==> src/dpfl_pkg.sv <==
// Package of constants for the dual-port fault and limit control block
package dpfl_pkg;
	// Strap code layout: bit 3 selects stand-alone, bits 2:0 the limit index
	localparam int STRAP_W        = 4;
	localparam int LIM_W          = 3;
	localparam int STRAP_MODE_BIT = 3;
	// Limit index of the highest setting that allows constant-current (1.6 A)
	localparam logic [2:0] CC_MAX_LIMIT = 3'h4;
	// Reset value of the programmed limit: highest index, clamped later
	localparam logic [2:0] LIMIT_RST = 3'h7;
	// Behaviour field reset value (alert on threshold)
	localparam logic [1:0] RATION_ALERT_BEHAVIOUR_RST = 2'h0;
	localparam logic [1:0] RATION_ALERT_BEHAVIOUR_ALERT = 2'h0;
	localparam logic [1:0] RATION_ALERT_BEHAVIOUR_LATCH = 2'h1;
	// Clock rate
	localparam int CLK_MHZ = 100;
	// Times in their own units
	localparam int SHORT_LIM_NS    = 200;
	localparam int RISE_TIME_US    = 1000;
	localparam int BOOST_HOLD_MS   = 2;
	localparam int RECOVERY_MS     = 20;
	localparam int PERSIST_NS      = 1000;
	// Derived cycle counts (least times round up)
	localparam int SHORT_LIM_CYC = (SHORT_LIM_NS * CLK_MHZ) / 1000;
	localparam int PERSIST_CYC   = (PERSIST_NS * CLK_MHZ + 999) / 1000;
	localparam int RISE_CYC      = RISE_TIME_US * CLK_MHZ;
	localparam int BOOST_CYC     = BOOST_HOLD_MS * 1000 * CLK_MHZ;
	localparam int RECOVERY_CYC  = RECOVERY_MS * 1000 * CLK_MHZ;
	localparam int CNT_W = 32;
	// Port states
	typedef enum logic [1:0] {
		DPFL_OFF    = 2'b00,
		DPFL_SOFT   = 2'b01,
		DPFL_ACTIVE = 2'b10,
		DPFL_ERROR  = 2'b11
	} dpfl_state_t;
endpackage : dpfl_pkg

==> src/dpfl_sync.sv <==
`timescale 1ns/1ps
// Two-flop synchroniser for a vector of asynchronous inputs
module dpfl_sync #(
	parameter int W = 1
) (
	input  wire logic         clock_i,
	input  wire logic         rst_n_i,
	input  wire logic [W-1:0] async_i,
	output logic      [W-1:0] sync_o
);
	logic [W-1:0] meta_q;

	// First flop feeds only the second
	always_ff @(posedge clock_i or negedge rst_n_i) begin
		if (!rst_n_i) begin
			meta_q <= '0;
			sync_o <= '0;
		end else begin
			meta_q <= async_i;
			sync_o <= meta_q;
		end
	end
endmodule : dpfl_sync

==> src/dpfl_port.sv <==
`timescale 1ns/1ps
// Per-port state machine: soft start, limiting, error and recovery
module dpfl_port #(
	parameter int RISE_CYC     = dpfl_pkg::RISE_CYC,
	parameter int RECOVERY_CYC = dpfl_pkg::RECOVERY_CYC
) (
	input  wire logic       clock_i,
	input  wire logic       rst_n_i,
	input  wire logic       enable_i,
	input  wire logic       cc_allowed_i,
	input  wire logic       over_limit_i,
	input  wire logic       short_i,
	input  wire logic       discharging_i,
	output logic            switch_closed_o,
	output logic            current_limited_o,
	output logic            error_o
);
	dpfl_pkg::dpfl_state_t       state_q, state_d;
	logic [dpfl_pkg::CNT_W-1:0]  cnt_q, cnt_d;
	logic [dpfl_pkg::CNT_W-1:0]  short_q, short_d;
	wire                         short_persist;
	wire                         trip;

	// Short persisting past the response window becomes an error
	assign short_persist = short_q >= dpfl_pkg::CNT_W'(dpfl_pkg::PERSIST_CYC);
	// Trip mode opens at once; CC mode trips only when overcurrent persists
	assign trip = over_limit_i & (~cc_allowed_i | short_persist);

	always_comb begin
		state_d = state_q;
		cnt_d   = cnt_q;
		short_d = (short_i | over_limit_i) ? short_q + 1'b1 : '0;
		case (state_q)
			dpfl_pkg::DPFL_OFF: begin
				cnt_d = '0;
				if (enable_i) begin
					state_d = dpfl_pkg::DPFL_SOFT;
				end
			end
			dpfl_pkg::DPFL_SOFT: begin
				cnt_d = cnt_q + 1'b1;
				if (!enable_i) begin
					state_d = dpfl_pkg::DPFL_OFF;
				end else if (trip || short_persist) begin
					state_d = dpfl_pkg::DPFL_ERROR;
					cnt_d   = '0;
				end else if (cnt_q >= dpfl_pkg::CNT_W'(RISE_CYC - 1)) begin
					state_d = dpfl_pkg::DPFL_ACTIVE;
				end
			end
			dpfl_pkg::DPFL_ACTIVE: begin
				cnt_d = '0;
				if (trip || short_persist) begin
					state_d = dpfl_pkg::DPFL_ERROR;
				end else if (!enable_i) begin
					state_d = dpfl_pkg::DPFL_OFF;
				end
			end
			dpfl_pkg::DPFL_ERROR: begin
				// Auto-recovery after interval, only if causes cleared
				if (cnt_q >= dpfl_pkg::CNT_W'(RECOVERY_CYC - 1)) begin
					if (!over_limit_i && !short_i) begin
						state_d = enable_i ? dpfl_pkg::DPFL_ACTIVE
						                   : dpfl_pkg::DPFL_OFF;
					end
					cnt_d = '0;
				end else begin
					cnt_d = cnt_q + 1'b1;
				end
			end
			default: begin
				state_d = dpfl_pkg::DPFL_OFF;
			end
		endcase
	end

	always_ff @(posedge clock_i or negedge rst_n_i) begin
		if (!rst_n_i) begin
			state_q <= dpfl_pkg::DPFL_OFF;
			cnt_q   <= '0;
			short_q <= '0;
		end else begin
			state_q <= state_d;
			cnt_q   <= cnt_d;
			short_q <= short_d;
		end
	end

	// Switch closed in soft start and Active unless discharging
	assign switch_closed_o   = ((state_q == dpfl_pkg::DPFL_ACTIVE) ||
	                            (state_q == dpfl_pkg::DPFL_SOFT)) &&
	                           !discharging_i;
	// Limiting only while closed: in soft start, on a short, or on overcurrent with CC allowed
	assign current_limited_o = switch_closed_o &
	                           ((state_q == dpfl_pkg::DPFL_SOFT) | short_i |
	                            (over_limit_i & cc_allowed_i));
	assign error_o           = state_q == dpfl_pkg::DPFL_ERROR;
endmodule : dpfl_port

==> src/dpfl_top.sv <==
// Local design decisions: the address-and-strobe port and the register addresses.
`timescale 1ns/1ps
// Top of the dual-port fault and limit control block with register port

// Function
// - Separate fault alert per port
// - Alert is active-low open-drain on error
// - Rationing threshold asserts alert per behaviour field
// - Alert released only after all causes clear
// - Tolerate shared request and alert pin; in management mode own alert holds port off unless ignore-pins set
// - High-load output low above boost threshold
// - High-load is OR of both ports
// - High-load held for minimum assertion time
// - Strap sampled once at power-up
// - Eight hardware limits, same both ports
// - Strap selects mode and enable polarity
// - Programmed limit clamped to hardware limit
// - Switch closed in Active except discharging
// - Short limited quickly, persisting short errors
// - Soft start on enable for rise time
// - Trip and constant-current limiting while closed
// - Trip opens switch, Error, alert asserted
// - One limit value per port
// - Error keeps switch open, auto-recovers
// - Ignore-pins bit or software enables combined
// - Constant-current only at 1.6 A or below
module dpfl_top #(
	parameter int RISE_CYC     = dpfl_pkg::RISE_CYC,
	parameter int RECOVERY_CYC = dpfl_pkg::RECOVERY_CYC,
	parameter int BOOST_CYC    = dpfl_pkg::BOOST_CYC
) (
	input  wire logic       clock_i,
	input  wire logic       rst_n_i,
	input  wire logic [3:0] mode_limit_strap_i,
	input  wire logic       port1_power_request_i,
	input  wire logic       port2_power_request_i,
	input  wire logic [1:0] over_limit_i,
	input  wire logic [1:0] short_i,
	input  wire logic [1:0] boost_cmp_i,
	input  wire logic [1:0] ration_hit_i,
	input  wire logic [1:0] discharging_i,
	input  wire logic [2:0] reg_addr_i,
	input  wire logic [7:0] reg_wdata_i,
	input  wire logic       reg_wr_i,
	input  wire logic       reg_rd_i,
	output logic      [7:0] reg_rdata_o,
	output logic      [1:0] port_alert_n_o,
	output logic      [1:0] port_alert_oe_n_o,
	output logic            high_load_n_o,
	output logic            high_load_oe_n_o,
	output logic      [1:0] switch_closed_o,
	output logic      [1:0] current_limited_o,
	output logic      [2:0] active_limit_o,
	output logic            mgmt_mode_o
);
	// Register offsets
	localparam logic [2:0] ADDR_CTRL   = 3'h0;
	localparam logic [2:0] ADDR_LIMIT  = 3'h1;
	localparam logic [2:0] ADDR_STATUS = 3'h2;
	localparam logic [2:0] ADDR_STRAP  = 3'h3;
	localparam logic [2:0] ADDR_RCLR   = 3'h4;
	// Edges the synchroniser needs before the strap pin is valid
	localparam logic [1:0] STRAP_SETTLE = 2'h2;
	// Width of the boost hold counter
	localparam int BOOST_W = (BOOST_CYC > 1 ? $clog2(BOOST_CYC + 1) : 1) + 1;

	logic [3:0] strap_s;
	logic [1:0] req_s;
	logic [1:0] over_s;
	logic [1:0] short_s;
	logic [1:0] boost_s;
	logic [1:0] ration_s;
	logic [1:0] dis_s;
	logic       strap_done_q;
	logic [1:0] strap_wait_q;
	logic [3:0] strap_q;
	logic       ignore_pins_q;
	logic [1:0] soft_req_q;
	logic [1:0] ration_alert_behaviour_q;
	logic [2:0] limit_prog_q;
	logic [1:0] ration_flag_q;
	logic [BOOST_W-1:0] boost_cnt_q;
	logic       boost_q;
	logic [7:0] rdata_q;
	logic [1:0] port_err;
	logic [1:0] port_closed;
	logic [1:0] port_lim;
	logic [1:0] port_req_pin;
	logic [1:0] port_en;
	logic [2:0] hw_limit;
	wire        cc_ok;
	wire        any_boost;
	wire        wr_ctrl;
	wire        wr_limit;
	wire        wr_rclr;
	wire  [7:0] status;

	// Synchronise every pin and comparator input
	dpfl_sync #(.W(16)) u_sync (
		.clock_i (clock_i),
		.rst_n_i (rst_n_i),
		.async_i ({mode_limit_strap_i, port2_power_request_i, port1_power_request_i,
		           over_limit_i, short_i, boost_cmp_i, ration_hit_i, discharging_i}),
		.sync_o  ({strap_s, req_s, over_s, short_s, boost_s, ration_s, dis_s})
	);

	// Strap caught once the synchroniser holds the pin, then frozen
	always_ff @(posedge clock_i or negedge rst_n_i) begin
		if (!rst_n_i) begin
			strap_done_q <= 1'b0;
			strap_wait_q <= 2'h0;
			strap_q      <= '0;
		end else if (!strap_done_q) begin
			if (strap_wait_q == STRAP_SETTLE) begin
				strap_done_q <= 1'b1;
				strap_q      <= strap_s;
			end else begin
				strap_wait_q <= strap_wait_q + 2'h1;
			end
		end
	end

	// Mode and polarity from strap bit 3; limit index from low bits
	assign mgmt_mode_o = ~strap_q[dpfl_pkg::STRAP_MODE_BIT];
	assign hw_limit    = strap_q[dpfl_pkg::LIM_W-1:0];
	// Single effective limit, clamped to the strap value
	assign active_limit_o = (mgmt_mode_o && limit_prog_q < hw_limit) ? limit_prog_q
	                                                                 : hw_limit;
	assign cc_ok = active_limit_o <= dpfl_pkg::CC_MAX_LIMIT;

	// Register write decode
	assign wr_ctrl  = reg_wr_i && reg_addr_i == ADDR_CTRL;
	assign wr_limit = reg_wr_i && reg_addr_i == ADDR_LIMIT;
	assign wr_rclr  = reg_wr_i && reg_addr_i == ADDR_RCLR;

	// Control and limit registers
	always_ff @(posedge clock_i or negedge rst_n_i) begin
		if (!rst_n_i) begin
			ignore_pins_q <= 1'b0;
			soft_req_q    <= 2'h0;
			ration_alert_behaviour_q  <= dpfl_pkg::RATION_ALERT_BEHAVIOUR_RST;
			limit_prog_q  <= dpfl_pkg::LIMIT_RST;
		end else begin
			if (wr_ctrl) begin
				soft_req_q    <= reg_wdata_i[1:0];
				ignore_pins_q <= reg_wdata_i[2];
				ration_alert_behaviour_q  <= reg_wdata_i[5:4];
			end
			if (wr_limit) begin
				limit_prog_q <= reg_wdata_i[2:0];
			end
		end
	end

	// Per-port enable and alert logic
	genvar gi;
	generate
		for (gi = 0; gi < 2; gi++) begin : g_port
			// Polarity follows the mode; in management mode the shared pin sees own alert low as idle
			assign port_req_pin[gi] = mgmt_mode_o ? req_s[gi] : ~req_s[gi];
			// Shared pin: alert low only on error or rationing; in management mode the port is held off then unless the ignore-pins bit is set
			assign port_en[gi] = strap_done_q & (mgmt_mode_o ?
			                     (ignore_pins_q ? soft_req_q[gi]
			                                    : soft_req_q[gi] & port_req_pin[gi])
			                     : port_req_pin[gi]);

			dpfl_port #(
				.RISE_CYC     (RISE_CYC),
				.RECOVERY_CYC (RECOVERY_CYC)
			) u_port (
				.clock_i           (clock_i),
				.rst_n_i           (rst_n_i),
				.enable_i          (port_en[gi]),
				.cc_allowed_i      (cc_ok),
				.over_limit_i      (over_s[gi]),
				.short_i           (short_s[gi]),
				.discharging_i     (dis_s[gi]),
				.switch_closed_o   (port_closed[gi]),
				.current_limited_o (port_lim[gi]),
				.error_o           (port_err[gi])
			);

			// Rationing flag: set wins over clear
			always_ff @(posedge clock_i or negedge rst_n_i) begin
				if (!rst_n_i) begin
					ration_flag_q[gi] <= 1'b0;
				end else if (ration_s[gi] &&
				             (ration_alert_behaviour_q == dpfl_pkg::RATION_ALERT_BEHAVIOUR_ALERT ||
				              ration_alert_behaviour_q == dpfl_pkg::RATION_ALERT_BEHAVIOUR_LATCH)) begin
					ration_flag_q[gi] <= 1'b1;
				end else if (wr_rclr && reg_wdata_i[gi]) begin
					ration_flag_q[gi] <= 1'b0;
				end
			end

			// Open-drain alert: pull low while any cause remains
			assign port_alert_n_o[gi]    = 1'b0;
			assign port_alert_oe_n_o[gi] = ~(port_err[gi] | ration_flag_q[gi]);
		end
	endgenerate

	assign switch_closed_o   = port_closed;
	assign current_limited_o = port_lim;

	// High-load output: OR of ports with minimum hold
	assign any_boost = boost_s[0] | boost_s[1];
	always_ff @(posedge clock_i or negedge rst_n_i) begin
		if (!rst_n_i) begin
			boost_q     <= 1'b0;
			boost_cnt_q <= '0;
		end else if (any_boost) begin
			boost_q     <= 1'b1;
			boost_cnt_q <= '0;
		end else if (boost_q) begin
			if (boost_cnt_q >= BOOST_W'(BOOST_CYC - 1)) begin
				boost_q <= 1'b0;
			end else begin
				boost_cnt_q <= boost_cnt_q + 1'b1;
			end
		end
	end
	assign high_load_n_o    = 1'b0;
	assign high_load_oe_n_o = ~boost_q;

	// Status word
	assign status = {boost_q, ration_flag_q, port_lim, port_err, mgmt_mode_o};

	// Read data one cycle after strobe; unmapped reads zero
	always_ff @(posedge clock_i or negedge rst_n_i) begin
		if (!rst_n_i) begin
			rdata_q <= 8'h00;
		end else if (reg_rd_i) begin
			case (reg_addr_i)
				ADDR_CTRL:   rdata_q <= {2'h0, ration_alert_behaviour_q, 1'b0, ignore_pins_q, soft_req_q};
				ADDR_LIMIT:  rdata_q <= {5'h00, active_limit_o};
				ADDR_STATUS: rdata_q <= status;
				ADDR_STRAP:  rdata_q <= {4'h0, strap_q};
				default:     rdata_q <= 8'h00;
			endcase
		end else begin
			rdata_q <= 8'h00;
		end
	end
	assign reg_rdata_o = rdata_q;
endmodule : dpfl_top

==> config.mk <==
export PLATFORM = sky130hd
export DESIGN_NAME = dpfl_top
export DESIGN_NICKNAME = d
export VERILOG_FILES = /design/src/dpfl_pkg.sv /design/src/dpfl_sync.sv /design/src/dpfl_port.sv /design/src/dpfl_top.sv
export SDC_FILE = /design/constraint.sdc
export NUM_CORES = 1
export LEC_CHECK = 0
export ABC_AREA = 0
export BUFFER_PORTS_ARGS = -buffer_cell sky130_fd_sc_hd__buf_2
export CORE_UTILIZATION = 35
export CTS_CLUSTER_SIZE = 28
export DETAILED_ROUTE_END_ITERATION = 7
export GPL_ROUTABILITY_DRIVEN = 0
export HOLD_SLACK_MARGIN = 0.02
export MAX_ROUTING_LAYER = met4
export PLACE_DENSITY = 0.48
export SLEW_MARGIN = 20
export SYNTH_ARGS = -nofsm -noshare
export SYNTH_HDL_FRONTEND = slang
export SYNTH_HIERARCHICAL = 1
export SYNTH_SLANG_ARGS = --single-unit
==> constraint.sdc <==
create_clock -name clock_i -period 3.4 [get_ports clock_i]
set_input_delay 0.17 -clock clock_i [delete_from_list [all_inputs] [get_ports clock_i]]
set_output_delay 0.17 -clock clock_i [all_outputs]
set_load 0.005 [all_outputs]
# After elaboration in Yosys (flattened, before gate mapping)

Index checks and enable logic that the tools add are counted.

Flip-flop bits (word level): 209
Input port bits: 31
Output and inout port bits: 22
Logic and storage cells: 176

Add/subtract/negate cells: 6
$lt $le $gt $ge: 9
Equal/unequal tests: 23
Mux-type cells: 51
Bitwise logic cells: 30
Reductions and logical operators: 37

Operator list:

| cell                                                                                  | count |
|---|---|
| 32-bit 2-to-1 mux                                                                     | 8 |
| 32-bit one-hot mux with 3 select lines                                                | 2 |
| 32-bit by 1-bit adder with 32-bit output, second input constant                       | 4 |
| 32-bit by 17-bit greater-or-equal comparator with 1-bit output, second input constant | 2 |
| 32-bit by 21-bit greater-or-equal comparator with 1-bit output, second input constant | 2 |
| 32-bit by 7-bit greater-or-equal comparator with 1-bit output, second input constant  | 2 |
| 19-bit 2-to-1 mux                                                                     | 3 |
| 2-bit 2-to-1 mux                                                                      | 18 |
| 8-bit one-hot mux with 4 select lines                                                 | 1 |
| 19-bit by 1-bit adder with 19-bit output, second input constant                       | 1 |
| 19-bit by 18-bit greater-or-equal comparator with 1-bit output, second input constant | 1 |
| 2-bit one-hot mux with 4 select lines                                                 | 2 |
| 1-bit 2-to-1 mux                                                                      | 15 |
| 1-bit logical AND                                                                     | 12 |
| 1-bit bitwise OR                                                                      | 11 |
| 1-bit bitwise AND                                                                     | 10 |
| 2-bit == test, second input constant                                                  | 5 |
| 2-bit inequality test, second input constant                                          | 5 |
| 5-bit AND reduction                                                                   | 2 |
| 1-bit inverter                                                                        | 9 |
| 8-bit 2-to-1 mux                                                                      | 1 |
| 4-bit inequality test, second input constant                                          | 2 |
| 2-bit by 1-bit == test with 1-bit output, second input constant                       | 3 |
| 3-bit by 2-bit == test with 1-bit output, second input constant                       | 2 |
| other kinds (15)                                                                      | 33 |

# Longest topological paths before layout

Word-level depth: 11
Gate-level depth with buffers: 12
Depth with buffers taken out: 11

# Hierarchy

The synthesis kept the hierarchy.

Modules (own cells, without submodules):

| module                       | instances | cells an instance | area each (um^2) | sequential area each (um^2) |
|---|---|---|---|---|
| dpfl_port (g_port[1].u_port) | 1         | 380               | 3668.5           | 1651.6 |
| dpfl_port (g_port[0].u_port) | 1         | 384               | 3631.0           | 1651.6 |
| dpfl_top                     | 1         | 240               | 2379.8           | 1129.8 |
| dpfl_sync                    | 1         | 32                | 800.8            | 800.8 |

# Worst setup path before layout

No wires, ideal clock.

Path type: register to register
Start point: register limit_prog_q[1]
End point: register g_port[0].u_port.state_q[0]
Arrival time: 2.663 ns
Setup slack: 0.613 ns
Cell stages (with the launch flop): 11
Clock period less this slack: 2.787 ns
Cell sequence: dfstp_2 > ha_1 > a21o_1 > a211o_1 > mux2i_1 > a21o_1 > nand2b_1 > o2111ai_1 > nor3_1 > a311oi_1 > mux2_2

Longest elaborated chain between the ends: 11
Elaborated cells between the ends (all ways): 15
Those cells by class: 2 x order compare; 2 x eq/ne; 5 x mux; 3 x bitwise; 3 x reduce/logical

RTL lines:

| item                                  | RTL line                         | text |
|---|---|---|
| start, declared                       | dpfl_top.sv:80                   | `logic [2:0] limit_prog_q;` |
| start signal, assigned                | dpfl_top.sv:142                  | `limit_prog_q <= dpfl_pkg::LIMIT_RST;` |
| start signal, assigned                | dpfl_top.sv:150                  | `limit_prog_q <= reg_wdata_i[2:0];` |
| 3-bit < comparator                    | dpfl_top.sv:127                  | `assign active_limit_o = (mgmt_mode_o && limit_prog_q < hw_limit) ? limit_prog_q` |
| 1-bit logical AND                     | dpfl_top.sv:127                  |  |
| 3-bit 2-to-1 mux (*)                  | dpfl_top.sv:127                  |  |
| 3-bit <= comparator (*)               | dpfl_top.sv:129                  | `assign cc_ok = active_limit_o <= dpfl_pkg::CC_MAX_LIMIT;` |
| via cc_ok                             | dpfl_top.sv:91                   | `wire cc_ok;` |
| 1-bit inverter (*)                    | dpfl_port.sv:27                  | `assign trip = over_limit_i & (~cc_allowed_i \| short_persist);` |
| 1-bit bitwise OR (*)                  | dpfl_port.sv:27                  |  |
| 1-bit bitwise AND (*)                 | dpfl_port.sv:27                  |  |
| 1-bit logical OR (*)                  | dpfl_port.sv:44, dpfl_port.sv:53 |  |
| 2-bit 2-to-1 mux                      | dpfl_port.sv:44                  | `end else if (trip \|\| short_persist) begin` |
| 2-bit 2-to-1 mux                      | dpfl_port.sv:42                  | `if (!enable_i) begin` |
| 2-bit one-hot mux with 4 select lines | dpfl_port.sv:33                  | `case (state_q)` |
| end signal, assigned                  | dpfl_port.sv:79                  | `state_q <= dpfl_pkg::DPFL_OFF;` |
| end signal, assigned                  | dpfl_port.sv:83                  | `state_q <= state_d;` |
| end, declared                         | dpfl_port.sv:18                  | `dpfl_pkg::dpfl_state_t state_q, state_d;` |

Mark *: on every way through the listed nets, which the timed path passes. The rest lies on a longest branch.
A chain may end at the register's enable or synchronous reset.

# Worst setup path after layout

Start point: register limit_prog_q[1]
End point: register g_port[0].u_port/cnt_q[29] (netlist bit)

Longest elaborated chain between the ends: 11

RTL lines:

| item                                       | RTL line        | text |
|---|---|---|
| 3-bit < comparator                         | dpfl_top.sv:127 |  |
| 1-bit logical AND                          | dpfl_top.sv:127 |  |
| 3-bit 2-to-1 mux (*)                       | dpfl_top.sv:127 |  |
| 3-bit <= comparator (*)                    | dpfl_top.sv:129 |  |
| via cc_ok                                  | dpfl_top.sv:91  |  |
| 1-bit inverter (*)                         | dpfl_port.sv:27 |  |
| 1-bit bitwise OR (*)                       | dpfl_port.sv:27 |  |
| 1-bit bitwise AND (*)                      | dpfl_port.sv:27 |  |
| 1-bit logical OR (*)                       | dpfl_port.sv:44 |  |
| 32-bit 2-to-1 mux (*)                      | dpfl_port.sv:44 |  |
| 32-bit 2-to-1 mux (*)                      | dpfl_port.sv:42 |  |
| 32-bit one-hot mux with 3 select lines (*) | dpfl_port.sv:33 |  |
| via g_port[0].u_port.cnt_d, one bit        | dpfl_port.sv:19 | `logic [dpfl_pkg::CNT_W-1:0] cnt_q, cnt_d;` |
| end signal, assigned                       | dpfl_port.sv:84 | `cnt_q <= cnt_d;` |
| end, declared                              | dpfl_port.sv:19 |  |

Marks and branches as above.

==> impl_results.md <==
- Status: completed
- Ys Warns: 6
- VDD IR-drop max: 0.0004003 V
- Number of global-route vias before repair: between 7000 and 8000
- # diodes: 0
- Sink Count: 209
- Initial core utilization: 0.3603
- Leak: 5.154 nW
- Crit-path cells: ha_1, a21o_1, a211o_1, mux2i_1, a21o_1, nand2b_1, o2111ai_1, nor3_1, buf_4, o22ai_2, buf_12, nor2_1
- Post-synth top area share: 0.4919
- Register area share after synthesis: 0.4994
- RSZ-0062 raised after global routing: false
- Post-CTS Setup Bufs: 0
- Clock slew at reported path FFs: 0.06 ns
- Skew-Pair Late Insertion Delay: approximately 0.53 ns
- Largest cells by area after synthesis: dfrtp_1 (49%), xnor2_1 (5.7%), nor2_1 (4.0%)
- CTS H-tree depth: 1
- Final setup fails: 0
- Tightest Pin Transition: 0.8775 ns
- Num rows: 62
- Largest net degree at the start of global routing: between 100 and 150
- Main synth FF type: dfrtp_1
- Remaining DRCs: 0
- Place WS: 0.3032 ns
- Initial antenna violation count: 0
- Total number of vias: between 7000 and 8000
- Crit path capture type: flip-flop
- Die ar.: 30640 µm²
- Routed len/inst: 15.32 µm
- Synthesized area per cell: 10.12 µm²
- Peak fanout along the critical path: 32
- Post-detail-place hpwl: 15060 µm
- Clock Path Buffers: 3
- CP required: between 3 and 4 ns
- Max cap viols: 0
- Data arrival time at the worst-slack endpoint: 3.55 ns
- Final hold vios: 0
- Die Wd: 175.0 µm
- Starting DRT DRC Count: 346
- Num CTS Buffers: 26
- CP bufs+invs: 2
- Most used cell, CP: a21o_1
- Delay-heaviest family, CP: compound AO/OA/AOI/OAI gates
- DIE HEIGHT: 175.0 µm
- GRT Residual Overflow: 0
- Via density: about 5.1
- Minimum clock period: between 3 and 4 ns
- #FFs+latches synth: about 210
- Global-route wire length before repair: between 30000 and 40000 µm
- I/O pin count: 53
- Asr flop ratio synth: 1.000
- Type of origin of the critical path: flip-flop
- Critical path class: reg -> reg
- Slew headroom: 0.4150
- Share of layout cells above drive strength 1: 0.1501
- Fin worst setup slack: 0.2860 ns
- Synth-to-Final Area Change: 16.73%
- Synthesized area: around 10000 µm²
- # port buffers: 46
- Post-synth EDFFs: 0
- Post-CTS sizing: 0
- CTS root buf: clkbuf_16
- Final ANT Viol Nets: 0
- Core ar.: 29090 µm²
- Final slew viol count: 0
- Post-Syn Instances: 1036
- Final WL: 23130 µm
- CTS tree: yes
- Power Dens Cells: between 500 and 600 nW/µm²
- Count of different cell masters after synthesis: between 60 and 70
- Leading area contributor after synthesis: dfrtp_1
- Tot GR Track Use: 0.1609
- Pre-antenna DRT Iters: 5
- Final Skew: 0.01833 ns
- Crit-path max cell delay: roughly 0.54 ns
- Final #Nets: between 1000 and 1500
- Slowest CP cell: dfstp_2
- Fin crit share: 0.9159
- Setup TNS: 0 ns
- FMAX: 321.1 MHz
- Hold Crit Class: in -> reg
## routing by layer
layer / GRT usage / up-vias / wire length [µm]
met5: - / - / 0
met4: 0.03333 / 0 / 344
met3: 0.02067 / 26 / 819
met2: 0.2487 / 108 / 10500
met1: 0.2257 / 3733 / 11470
li1: - / 3795 / -
## worst paths after layout
| path | startpoint | to | slack (ns) | cells after the start |
|---|---|---|---|---|
| max reg2reg | limit_prog_q[1] | g_port[0].u_port/cnt_q[29] | 0.29 | 12 |
| min reg2reg | u_sync/meta_q[12] | u_sync/sync_o[12] | 0.34 | 0 |
| max in group asynchronous | rst_n_i | g_port[0].u_port/short_q[2] | 2.35 | 3 |
| min | reg_addr_i[0] | reg_rdata_o[5] | 0.11 | 2 |
| min in group asynchronous | rst_n_i | g_port[0].u_port/cnt_q[25] | 0.28 | 2 |
| max | limit_prog_q[1] | g_port[0].u_port/cnt_q[29] | 0.29 | 12 |
## timing repair
item | CTS | global route
endpoints found under the setup margin | 0 | 0
endpoints found under the hold margin | 128 | 0
hold buffers | 24 | 0
## flip-flops by register name (all words and copies together), names as in the netlist, 3 cells and up
name / flops
g_port.u_port/state_q: 4
strap_q: 4
limit_prog_q: 3
reg_rdata_o: 8
g_port.u_port/cnt_q: 64
boost_cnt_q: 19
u_sync/sync_o: 16
u_sync/meta_q: 16
g_port.u_port/short_q: 64
## placed cells by master, fill, tap and decap left out, types with 4 or more instances in the layout
master / Yosys / routed
clkbuf_8: 0 / 7
nor3_1: 35 / 35
nand2b_1: 4 / 4
nand2_1: 59 / 59
clkinv_2: 0 / 5
o31ai_1: 14 / 14
dlygate4sd3_1: 0 / 24
and4_1: 14 / 14
dfrtp_1: 206 / 206
nor4_1: 39 / 39
nand3_1: 54 / 54
ha_1: 20 / 20
a21oi_1: 28 / 28
mux2_2: 10 / 10
xor2_1: 42 / 42
a31oi_1: 5 / 5
or3_1: 15 / 15
xnor2_1: 68 / 68
or4_1: 16 / 16
nor2b_1: 8 / 8
clkbuf_1: 22 / 7
o21ai_0: 23 / 23
clkbuf_16: 0 / 27
mux2i_1: 14 / 14
nand4_1: 34 / 34
and2_1: 11 / 11
nor3b_1: 5 / 5
inv_1: 44 / 44
buf_2: 9 / 45
buf_4: 3 / 8
nor2_2: 33 / 35
and3_1: 12 / 12
nor2_1: 112 / 110
buf_12: 0 / 4
## worst register-to-register path: cells and delay by family (launching register included)
kind / cells / cell delay (ns)
DFF: 1 / 0.54
buffers and inverters: 2 / 0.38
adders and majority gates: 1 / 0.22
muxes: 1 / 0.30
AOI/OAI and AO/OA: 5 / 1.03
and+or+nand+nor: 3 / 0.57
## cells in the mapped netlist, types with 3 or more instances
library cell and number:
or3_1 15, ha_1 20, nor4b_1 3, nor2b_1 8, nor3b_1 5, nand2_1 59, and4_1 14, nor2_1 112
o21ai_0 23, nor4_2 3, and3_1 12, or4_1 16, clkbuf_1 22, a41o_1 3, o31ai_1 14, mux2i_1 14
o21ai_1 3, o2111ai_1 3, a31oi_1 5, xnor2_1 68, nand3_2 3, nor4_1 39, and2_1 11, nand3_1 54
buf_6 5, a211oi_1 3, a21oi_1 28, o22ai_1 4, dfstp_2 3, xor2_1 42, dfrtp_1 206, nand4_1 34
buf_2 9, buf_4 3, mux2_2 10, o41ai_1 3, nor3_1 35, inv_1 44, or2_2 3, nor2_2 33
a21o_1 3, nor4_4 3, nand2b_1 4
## layout make-up
type,instances,area (µm²)
Fill cell,2847,16860
Sequential cell,209,5234
Multi-Input combinational cell,743,4871
Clock buffer,41,798.3
Timing Repair Buffer,82,620.6
Tap cell,384,480.5
Inverter,44,165.2
Clock inverter,7,63.81
## metrics by stage
step / instances / util / area [µm²] / power (W) / hold WS [ns]
2_1_floorplan: 1038 / - / 10490 / 0.003396 / -0.1256
3_3_place_gp: 1438 / 0.3826 / 11130 / 0.003720 / 0.2781
3_5_place_dp: 1438 / 0.3826 / 11130 / 0.003721 / 0.2793
4_1_cts: 1510 / 0.4205 / 12230 / 0.006549 / 0.08084
5_1_grt: 1510 / 0.4205 / 12230 / 0.006757 / 0.1171
6_report: 1510 / 0.4205 / 12230 / 0.006409 / 0.1058
## report_power, final
part           internal (W)  leakage, nW  switching (W)
sequential          0.00262         2.77       0.000122
combinational      0.000383         1.96       0.000547
clock               0.00168        0.429        0.00106
## logic make-up after synthesis
logic type      synth area share
flops                     0.4994
compound gates           0.06936
mux                      0.02841
xor+xnor                 0.09193
other cells            0.0003578
fa+ha+maj                0.02388
buf+inv                  0.03761
simple gates              0.2490
Power figures use the tool's default switching activity.
